==> src/hdl/pss_defines.vh <==
`ifndef PSS_DEFINES_VH
`define PSS_DEFINES_VH

// Clock rate and break-before-make dead time
`define PSS_CLK_PERIOD_NS 50
`define PSS_DEAD_TIME_NS 150
`define PSS_DEAD_CYCLES ((`PSS_DEAD_TIME_NS + `PSS_CLK_PERIOD_NS - 1) / `PSS_CLK_PERIOD_NS)
`define PSS_DEAD_W 4
`define PSS_DEAD_LAST (`PSS_DEAD_CYCLES - 1)
`define PSS_DEAD_ZERO 4'h0
`define PSS_DEAD_STEP 4'h1

// Alert pulse length on a switch mismatch, in cycles
`define PSS_ALERT_PULSE_CYCLES 4'h4
`define PSS_ALERT_PULSE_END 4'h1

// Cycles a gate may disagree with its command before it counts as a fault
`define PSS_FAULT_GRACE_CYCLES 4'h8

// Selector states
`define PSS_ST_ADAPTER 2'h0
`define PSS_ST_BATTERY 2'h1
`define PSS_ST_TO_ADAPTER 2'h2
`define PSS_ST_TO_BATTERY 2'h3

// Gate levels: a high gate turns the p-channel switch off
`define PSS_GATE_OFF 1'h1
`define PSS_GATE_ON 1'h0

`endif

==> src/hdl/pss_sync.v <==
`timescale 1ns/1ns
// Three-stage synchroniser; output changes once stages two and three agree
module pss_sync (
    input wire mclk_in,
    input wire reset_in,
    input wire async_in,
    output reg sync_out
);
    reg s1_ff;
    reg s2_ff;
    reg s3_ff;

    always @(posedge mclk_in) begin
        if (reset_in) begin
            s1_ff <= 1'h0;
            s2_ff <= 1'h0;
            s3_ff <= 1'h0;
            sync_out <= 1'h0;
        end else begin
            s1_ff <= async_in;
            s2_ff <= s1_ff;
            s3_ff <= s2_ff;
            if (s2_ff == s3_ff) begin
                sync_out <= s3_ff;
            end
        end
    end
endmodule // pss_sync

==> src/hdl/pss_gate_watch.v <==
`timescale 1ns/1ns
`include "pss_defines.vh"
// Flags a gate whose read-back stays away from its command past the grace time
module pss_gate_watch (
    input wire mclk_in,
    input wire reset_in,
    input wire command_in,
    input wire readback_in,
    input wire hold_in,
    output reg mismatch_out
);
    reg [3:0] cnt_ff;

    always @(posedge mclk_in) begin
        if (reset_in || hold_in || (command_in == readback_in)) begin
            cnt_ff <= 4'h0;
            mismatch_out <= 1'h0;
        end else if (cnt_ff == `PSS_FAULT_GRACE_CYCLES) begin
            mismatch_out <= 1'h1;
        end else begin
            cnt_ff <= cnt_ff + 4'h1;
        end
    end
endmodule // pss_gate_watch

==> src/hdl/pss_selector.v <==
`timescale 1ns/1ns
`include "pss_defines.vh"
// How it works
// RL1: Sense input below threshold means adapter lost, whatever the real voltage.
// RL2: Presence output follows adapter detection, independent of selected source.
// RL3: Adapter lost while selected: switch to battery on our own.
// RL4: Adapter back: choose source from select input and presence; return if select high.
// RL5: Host holds select low to stay on battery after adapter returns.
// RL6: Battery removed while on battery with adapter present: switch to adapter.
// RL7: Variant without auto depletion switch pulses alert on switch state fault.
// RL8: Incoming switch turns on only after outgoing reads off, 150 ns dead time.
// RL9: Charging suspended whenever battery is the selected source.
// RL10: Host holds select low for a whole learn cycle.
// RL11: Select high at learn end reselects adapter only if present.
// RL12: Auto variant moves to adapter at deep discharge; other variant stays on battery.
// RL13: Alert high for as long as battery depletion lasts.
// RL14: Manual adapter selection needs presence and select input both high.
// RL15: State machine with transition states holding both gates off until read off.
module pss_selector (
    input wire mclk_in,
    input wire reset_in,
    input wire adapter_sense_in,
    input wire adapter_select_in,
    input wire depletion_level_in,
    input wire deep_discharge_in,
    input wire battery_present_in,
    input wire auto_deplete_variant_in,
    input wire adapter_gate_readback_in,
    input wire battery_gate_readback_in,
    output reg adapter_present_out,
    output reg adapter_switch_gate_out,
    output reg battery_switch_gate_out,
    output reg alert_out,
    output reg charge_suspend_out,
    output reg [1:0] state_out
);
    wire ac_ok;
    wire sel_sync;
    wire dep_sync;
    wire deep_sync;
    wire bat_sync;
    wire ac_rb;
    wire bat_rb;
    wire ac_mis;
    wire bat_mis;
    reg [1:0] state_ff;
    reg [1:0] nxt_state;
    reg [`PSS_DEAD_W-1:0] dead_ff;
    reg [`PSS_DEAD_W-1:0] nxt_dead;
    reg [3:0] pulse_ff;
    reg mis_prev_ff;
    reg want_adapter;
    reg want_battery;
    reg manual_adapter;
    reg deplete_adapter;
    reg removed_battery;
    wire var_sync;
    wire in_trans;
    wire mis_any;
    wire fault_edge;
    wire dead_done;
    wire [`PSS_DEAD_W-1:0] dead_inc;

    // Every pin from outside the clock domain goes through its own synchroniser
    pss_sync u_sync_ac (
        .mclk_in(mclk_in),
        .reset_in(reset_in),
        .async_in(adapter_sense_in),
        .sync_out(ac_ok)
    );

    pss_sync u_sync_sel (
        .mclk_in(mclk_in),
        .reset_in(reset_in),
        .async_in(adapter_select_in),
        .sync_out(sel_sync)
    );

    pss_sync u_sync_dep (
        .mclk_in(mclk_in),
        .reset_in(reset_in),
        .async_in(depletion_level_in),
        .sync_out(dep_sync)
    );

    pss_sync u_sync_deep (
        .mclk_in(mclk_in),
        .reset_in(reset_in),
        .async_in(deep_discharge_in),
        .sync_out(deep_sync)
    );

    pss_sync u_sync_bat (
        .mclk_in(mclk_in),
        .reset_in(reset_in),
        .async_in(battery_present_in),
        .sync_out(bat_sync)
    );

    // Variant strap is a pin too
    pss_sync u_sync_var (
        .mclk_in(mclk_in),
        .reset_in(reset_in),
        .async_in(auto_deplete_variant_in),
        .sync_out(var_sync)
    );

    // Gate read-backs
    pss_sync u_sync_acr (
        .mclk_in(mclk_in),
        .reset_in(reset_in),
        .async_in(adapter_gate_readback_in),
        .sync_out(ac_rb)
    );

    pss_sync u_sync_btr (
        .mclk_in(mclk_in),
        .reset_in(reset_in),
        .async_in(battery_gate_readback_in),
        .sync_out(bat_rb)
    );

    // Read-back watches pause while a transition holds both gates off
    assign in_trans = (state_ff == `PSS_ST_TO_ADAPTER) || (state_ff == `PSS_ST_TO_BATTERY);

    pss_gate_watch u_watch_ac (
        .mclk_in(mclk_in),
        .reset_in(reset_in),
        .command_in(adapter_switch_gate_out),
        .readback_in(ac_rb),
        .hold_in(in_trans),
        .mismatch_out(ac_mis)
    );
    pss_gate_watch u_watch_bat (
        .mclk_in(mclk_in),
        .reset_in(reset_in),
        .command_in(battery_switch_gate_out),
        .readback_in(bat_rb),
        .hold_in(in_trans),
        .mismatch_out(bat_mis)
    );

    assign mis_any = ac_mis | bat_mis;

    // Source choice
    always @* begin
        // Select high counts only with the adapter present
        manual_adapter = ac_ok && sel_sync; // RL14 RL4 RL11
        // Auto variant falls back to the adapter on deep discharge
        deplete_adapter = ac_ok && var_sync && deep_sync; // RL12
        // A removed battery forces the adapter whatever the select input says
        removed_battery = ac_ok && !bat_sync; // RL6
        want_adapter = manual_adapter || deplete_adapter || removed_battery;
        // Battery wanted on adapter loss or manual low select
        want_battery = !want_adapter; // RL3 RL5 RL10
    end

    // Dead time counter helpers
    assign dead_done = (dead_ff >= `PSS_DEAD_LAST); // RL8
    assign dead_inc = dead_ff + `PSS_DEAD_STEP;

    // Selector state machine
    always @* begin
        nxt_state = state_ff;
        nxt_dead = dead_ff;
        case (state_ff)
            `PSS_ST_ADAPTER: begin
                if (want_battery) begin
                    nxt_state = `PSS_ST_TO_BATTERY; // RL3
                    nxt_dead = `PSS_DEAD_ZERO;
                end
            end

            `PSS_ST_BATTERY: begin
                if (want_adapter) begin
                    nxt_state = `PSS_ST_TO_ADAPTER; // RL4 RL6
                    nxt_dead = `PSS_DEAD_ZERO;
                end
            end

            `PSS_ST_TO_BATTERY: begin
                // Both gates off; wait for adapter gate read back off, then dead time
                if (ac_rb == `PSS_GATE_OFF) begin // RL15
                    if (dead_done) begin // RL8
                        nxt_state = `PSS_ST_BATTERY;
                    end else begin
                        nxt_dead = dead_inc;
                    end
                end
            end

            `PSS_ST_TO_ADAPTER: begin
                // Adapter lost before the switch-over: turn back, its gate never opened
                if (want_battery) begin
                    nxt_state = `PSS_ST_TO_BATTERY; // RL14 RL3
                    nxt_dead = `PSS_DEAD_ZERO;
                end else if (bat_rb == `PSS_GATE_OFF) begin // RL15
                    if (dead_done) begin // RL8
                        nxt_state = `PSS_ST_ADAPTER;
                    end else begin
                        nxt_dead = dead_inc;
                    end
                end
            end

            default: begin
                nxt_state = `PSS_ST_BATTERY;
                nxt_dead = `PSS_DEAD_ZERO;
            end
        endcase
    end

    // State and dead-time registers
    always @(posedge mclk_in) begin
        if (reset_in) begin
            state_ff <= `PSS_ST_BATTERY;
            dead_ff <= `PSS_DEAD_ZERO;
        end else begin
            state_ff <= nxt_state;
            dead_ff <= nxt_dead;
        end
    end

    // Presence follows the synchronised sense input, whatever source is in use
    always @(posedge mclk_in) begin
        if (reset_in) begin
            adapter_present_out <= 1'h0;
            state_out <= `PSS_ST_BATTERY;
        end else begin
            adapter_present_out <= ac_ok; // RL1 RL2
            state_out <= nxt_state;
        end
    end

    // Gate drives and charge suspend, decoded from next state
    always @(posedge mclk_in) begin
        if (reset_in) begin
            adapter_switch_gate_out <= `PSS_GATE_OFF;
            battery_switch_gate_out <= `PSS_GATE_ON;
            charge_suspend_out <= 1'h1;
        end else begin
            // Transitions hold both gates off; the new gate waits for the dead time
            case (nxt_state)
                `PSS_ST_ADAPTER: begin
                    adapter_switch_gate_out <= `PSS_GATE_ON;
                    battery_switch_gate_out <= `PSS_GATE_OFF;
                    charge_suspend_out <= 1'h0;
                end
                `PSS_ST_BATTERY: begin
                    adapter_switch_gate_out <= `PSS_GATE_OFF; // RL3
                    battery_switch_gate_out <= `PSS_GATE_ON;
                    charge_suspend_out <= 1'h1; // RL9
                end

                `PSS_ST_TO_ADAPTER: begin
                    // Battery gate opens first; the adapter gate waits for its read back
                    adapter_switch_gate_out <= `PSS_GATE_OFF; // RL15
                    battery_switch_gate_out <= `PSS_GATE_OFF; // RL8
                    charge_suspend_out <= 1'h1; // RL9
                end

                `PSS_ST_TO_BATTERY: begin
                    adapter_switch_gate_out <= `PSS_GATE_OFF; // RL15
                    battery_switch_gate_out <= `PSS_GATE_OFF; // RL8
                    charge_suspend_out <= 1'h1; // RL9
                end

                default: begin
                    adapter_switch_gate_out <= `PSS_GATE_OFF;
                    battery_switch_gate_out <= `PSS_GATE_OFF;
                    charge_suspend_out <= 1'h1;
                end
            endcase
        end
    end

    // A fresh switch fault raises the pulse, only in the manual variant
    assign fault_edge = !var_sync && mis_any && !mis_prev_ff; // RL7

    // Alert: level for depletion, pulse on a new switch fault in manual variant
    always @(posedge mclk_in) begin
        if (reset_in) begin
            pulse_ff <= 4'h0;
            mis_prev_ff <= 1'h0;
            alert_out <= 1'h0;
        end else begin
            mis_prev_ff <= mis_any;
            if (fault_edge) begin
                pulse_ff <= `PSS_ALERT_PULSE_CYCLES; // RL7
            end else if (pulse_ff != 4'h0) begin
                pulse_ff <= pulse_ff - 4'h1;
            end
            // Depletion holds the alert up whatever source is selected
            if (dep_sync) begin
                alert_out <= 1'h1; // RL13
            end else if (fault_edge) begin
                alert_out <= 1'h1; // RL7
            end else begin
                alert_out <= (pulse_ff > `PSS_ALERT_PULSE_END); // RL7
            end
        end
    end
endmodule // pss_selector

==> config.mk <==
export PLATFORM = sky130hd
export DESIGN_NAME = pss_selector
export DESIGN_NICKNAME = d
export VERILOG_FILES = /design/src/hdl/pss_sync.v /design/src/hdl/pss_gate_watch.v /design/src/hdl/pss_selector.v
export VERILOG_INCLUDE_DIRS = /design/src /design/src/hdl
export SDC_FILE = /design/constraint.sdc
export NUM_CORES = 1
export LEC_CHECK = 0
export ABC_AREA = 1
export BUFFER_PORTS_ARGS = -buffer_cell sky130_fd_sc_hd__buf_4
export CAP_MARGIN = 0
export CELL_PAD_IN_SITES_DETAIL_PLACEMENT = 0
export CELL_PAD_IN_SITES_GLOBAL_PLACEMENT = 1
export CORE_MARGIN = 4
export CORE_UTILIZATION = 43
export DETAILED_ROUTE_END_ITERATION = 7
export GPL_ROUTABILITY_DRIVEN = 1
export PLACE_DENSITY_LB_ADDON = 0.15
export SYNTH_ARGS = -nofsm -noshare
export SYNTH_HDL_FRONTEND = slang
export SYNTH_SLANG_ARGS = --single-unit
==> constraint.sdc <==
create_clock -name mclk_in -period 1.7 [get_ports mclk_in]
set_clock_uncertainty 0.05 [all_clocks]
set_input_delay 0.17 -clock mclk_in [delete_from_list [all_inputs] [get_ports mclk_in]]
set_output_delay 0.17 -clock mclk_in [all_outputs]
set_load 0.02 [all_outputs]
* After elaboration in Yosys (flattened, before gate mapping)
Index checks and enable logic that the tools add are counted.
** Cells by class
- Add/subtract/negate cells :: 4
- Magnitude comparators :: 2
- Equality and inequality tests :: 22
- Mux-type cells :: 21
- Bitwise operators :: 1
- Reductions and logical operators :: 23
** Operators by type and width (count)
- $mux 4 :: 6
- $pmux 4 s4 :: 1
- $mux 2 :: 7
- $add 4x1->4 const B :: 3
- $eq 1x1->1 :: 10
- $eq 2x2->1 const B :: 4
- $eq 4x4->1 const B :: 2
- $pmux 2 s4 :: 1
- $logic_and 1x1->1 :: 6
- $logic_or 1x1->1 :: 6
- $mux 3 :: 2
- $reduce_or 3->1 :: 2
- $eq 2x1->1 const B :: 2
- $ge 4x2->1 const B :: 1
- $gt 4x1->1 const B :: 1
- $logic_not 2->1 :: 2
- $ne 2x2->1 const B :: 2
- $pmux 1 s2 :: 2
- $reduce_and 4->1 :: 1
- $reduce_bool 4->1 :: 1
- $sub 4x1->4 const B :: 1
- $logic_not 1->1 :: 3
- $ne 3x2->1 const B :: 1
- $mux 1 :: 2
- other kinds (4) :: 4
** Word-level totals
- Bits in registers :: 57
- Input port bits :: 10
- Output and inout port bits :: 7
- Word-level logic and storage cells :: 118

* Depth between registers and ports, before layout
- Word-level depth :: 9
- Depth in mapped cells :: 11
- Gate-level depth less buffers :: 11

* By module
Synthesis repeated with hierarchy kept, for this count alone.
** Unflattened totals
- Cells, all modules :: 298
- Area, all modules :: 2331.0 um^2
** Modules (own cells, without submodules)
- pss_sync :: times used 8, cells an instance 13, area an instance 121.4 um^2
- pss_selector :: times used 1, cells an instance 128, area an instance 862.1 um^2
- pss_gate_watch :: times used 2, cells an instance 33, area an instance 249.0 um^2

* Worst setup path before layout
No wires, ideal clock.
- Kind :: flip-flop to flip-flop
- Start point :: reg state_out[1] (netlist name)
- End point :: reg dead_ff[0]
- Setup time :: 0.062 ns
- Data arrival time :: 1.166 ns
- Required time :: 1.588 ns
- Path slack :: 0.422 ns
- Cell stages (with the launch flop) :: 8
- Path buffers :: 1
- Clock period less this slack :: 1.278 ns
- Path through :: dfxtp_1 > buf_6 > nor2_2 > o21ai_2 > nand3_2 > nand2_1 > inv_1 > nor2_2
** RTL lines
- end signal, assigned :: line pss_selector.v:217 : dead_ff <= `PSS_DEAD_ZERO;
- end signal, assigned :: line pss_selector.v:220 : dead_ff <= nxt_dead;
- end, declared :: line pss_selector.v:48 : reg [`PSS_DEAD_W-1:0] dead_ff;

* Final worst setup path
- Start point :: reg dead_ff[0]
- End point :: reg dead_ff[2]
** Between the ends
- Cells in the longest elaborated chain, start to end :: 5
** Ends and longest elaborated chain
- $add 4x1->4 (no source line) / $ge 4x2->1 (equally long branches)
- $mux 4 * :: line pss_selector.v:184, pss_selector.v:198
- $mux 4 :: line pss_selector.v:197 : end else if (bat_rb == `PSS_GATE_OFF) begin
- $mux 4 :: line pss_selector.v:194 : if (want_battery) begin
- $pmux 4 s4 * :: line pss_selector.v:166 : case (state_ff)
Mark *: on every way between the ends. The rest lies on a longest branch, timed or not. The select of a mux whose other input is x is not followed.
A chain may end at the register's enable or synchronous reset.

==> summary.md <==
| Metric | Value |
|---|---|
| Core area | 4880 sq um |
| TritonRoute pass-1 iters | 5 |
| Worst Setup Slack, final | 0.296 ns |
| Post-Layout Inst Area | 2680 sq um |
| Main combinational cell family by area after synthesis | simple AND/OR/NAND/NOR gates |
| Post-synthesis compound-gate area fraction | 9.78% |
| Initial Util | 45.6% |
| Period minus WS final | 1.40 ns |
| Cells after synthesis | 284 |
| DP Cell Count | 363 |
| Die W | 79.9 um |
| Setup WS pre-CTS | 0.311 ns |
| Register area share after synthesis | 51.3% |
| DRC | 0 |
| # Max-Cap Violations | 0 |
| CTS tree | yes |
| Final nets | 333 |
| Hold/Removal Path Class | in -> reg |
| Die height | 79.9 um |
| Worst-path clk slew | 0.07 ns |
| Antenna Cells | 0 |
| #FFs+latches synth | 57 |
| Final Hold Fails | 0 |
| Area growth from synthesis to layout | 20.2% |
| CP Class | reg -> reg |
| Clock Tree Buf Depth | 2 |
| Rel. slew slack | 73.9% |
| Rows | 25 |
| Largest stage delay on the critical path | 0.35 ns |
| YS warnings | 0 |
| Reg area | 1140 sq um |
| Syn Nets | 302 |
| Unrepaired setup endpoints after global routing | no |
| Fillers | 494 |
| Post-route core utilization | 54.8% |
| Syn avg cell area | 7.84 sq um |
| Port Buffers | 16 |
| Worst path slowest cell | dfxtp_1 |
| Largest net degree at the start of global routing | 25 |
| Die ar. | 6390 sq um |
| Area share of fa/ha/maj cells after synthesis | 4.50% |
| First-pass GRT wire length | 6.83 mm |
| # clock sinks | 57 |
| Fraction of layout cells with a size suffix above 1 | 13.8% |
| Htree depth | 3 |
| Final Cycle Share | 82.6% |
| Distinct cell type count after synthesis | 27 |
| R2R Setup Slk | 0.30 ns |
| Drt total wl | 3.83 mm |
| Post-Syn Area | 2230 sq um |
| Gpl congestion | 0.762 |
| CP cell instances | inv_1 -> ha_1 -> nor2_1 -> nand2_1 -> inv_1 -> nand2_1 -> nand3_1 -> nand3_1 -> nand2_1 -> nor2_2 |
| Via Count | 1719 |
| Crit path DAT | 1.58 ns |
| Hold slack | 0.0345 ns |
| Crit path launch type | flop |
| Number of global-route vias before repair | 1617 |
| Post-synthesis xor/xnor area fraction | 0.393% |
| Final HPWL DP | 2.74 mm |
| Pwr Total | 2.97 mW |
| Leakage | 1.20 nW |
| Power Dens Cells | 1110 nW/um^2 |
| Most frequent CP cell | nand2_1 |
| CP max FO | 4 |
| Setup_tns | 0 ns |
| Initial antenna violation count | 0 |
| Initial drt markers | 83 |
| Cell Area, Placed | 2410 sq um |
| Area share of and/or/nand/nor cells after synthesis | 22.0% |
| Total congestion overflow | 0 |
| Worst Max-Slew Pin Slew | 0.388 ns |
| Clock Tree Root | clkbuf_8 |
| Mux contribution to synthesized area | 0% |
| GRT Total Usage | 13.9% |
| Num ports | 17 |
| Fin cells | 387 |
| Max Clk Rate | 712 MHz |
| Num CTS Buffers | 9 |
| VDD IR max | 0.755 mV |
| Status | complete, no violations |
| Final setup viols | 0 |
| Post-DRT Antenna Nets | 0 |
| Multi-input gate area | 816 sq um |
| Avg WL per Cell | 9.90 um |
| Clock latency on the worst-skew pair | 0.33 ns |
| CP Capture Type | flop |
| Req. time, crit path | 1.88 ns |
| Slew Limit Fails | 0 |
| Via-per-instance ratio | 4.44 |
==> what timing repair did <==
action / CTS / global route
hold buffers: 8 / 0
hold endpoints to repair: 8 / 0
resized for setup: 0 / 0
setup buffers: 0 / 0
==> power breakdown <==
group / internal (mW) / leakage (nW) / total (mW) / switching [mW]
logic: 0.142 / 0.646 / 0.332 / 0.190
clock network: 0.674 / 0.0933 / 1.19 / 0.517
registers: 1.41 / 0.465 / 1.45 / 0.0375
==> placed cells by master, fill, tap and decap left out, types with 2 or more instances in the layout <==
cell,instances
ha_1,8
nand2_1,39
clkinv_2,2
dfxtp_1,57
nand3_1,23
buf_4,18
o21bai_1,2
or2_2,4
nor2_2,4
a21oi_1,17
a211oi_1,9
clkbuf_8,9
dlygate4sd3_1,8
inv_1,60
nor2_1,40
o21ai_0,4
clkbuf_1,2
==> logic make-up after synthesis <==
logic type      Yosys count
simple gates            114
buf+inv                  68
flops                    57
compound gates           36
fa+ha+maj                 8
xor+xnor                  1
==> flip-flops by register name, indices dropped and copies added, names as in the netlist, 2 cells and up <==
signal,count
dead_ff,4
pulse_ff,4
u_watch_ac.cnt_ff,4
u_watch_bat.cnt_ff,4
state_out,2
==> layer usage <==
layer	track usage (%)	wire length, um
met1	16.0	1860
met2	22.8	1720
met3	6.66	189
met4	4.05	59
met5	0	0
==> cells in the mapped netlist (all sizes together) <==
cell type	number	area, sq um
a21oi	17	85.1
clkinv	1	3.75
nand2	40	153
o211ai	1	7.51
nor3	1	5.00
a211oi	9	67.6
o21bai	2	15.0
ha	8	100
or2	4	25.0
inv	61	229
buf	4	28.8
o21ai	5	28.8
a31oi	1	6.26
dfxtp	57	1140
xor2	1	8.76
nor2	44	175
nand4	1	6.26
nand3	24	125
clkbuf	2	7.51
a21o	1	7.51
==> critical path, delay by kind of cell (launching register included) <==
family                     cells  cell delay (ns)
buffers and inverters          2             0.19
adders and majority gates      1             0.19
DFF                            1             0.35
and+or+nand+nor                7             0.52
==> final timing paths <==
kind / from / end / cells after the start
worst max-delay path: dead_ff[0]$_SDFFE_PP0P_ / dead_ff[2]$_SDFFE_PP0P_ / 10
worst min-delay path: reset_in / u_sync_acr.s2_ff$_SDFF_PP0_ / 2
worst max register to register: dead_ff[0]$_SDFFE_PP0P_ / dead_ff[2]$_SDFFE_PP0P_ / 10
worst min register to register: u_sync_ac.s1_ff$_SDFF_PP0_ / u_sync_ac.s2_ff$_SDFF_PP0_ / 2
==> layout make-up <==
cell class | instances | share of cell area (%)
Clock buffer | 11 | 4.91
Clock inverter | 5 | 2.10
Inverter | 62 | 8.70
Multi-Input combinational cell | 159 | 30.5
Sequential cell | 57 | 42.6
Tap cell | 67 | 3.13
Timing Repair Buffer | 26 | 8.04
(Power assumes the default switching activity.)
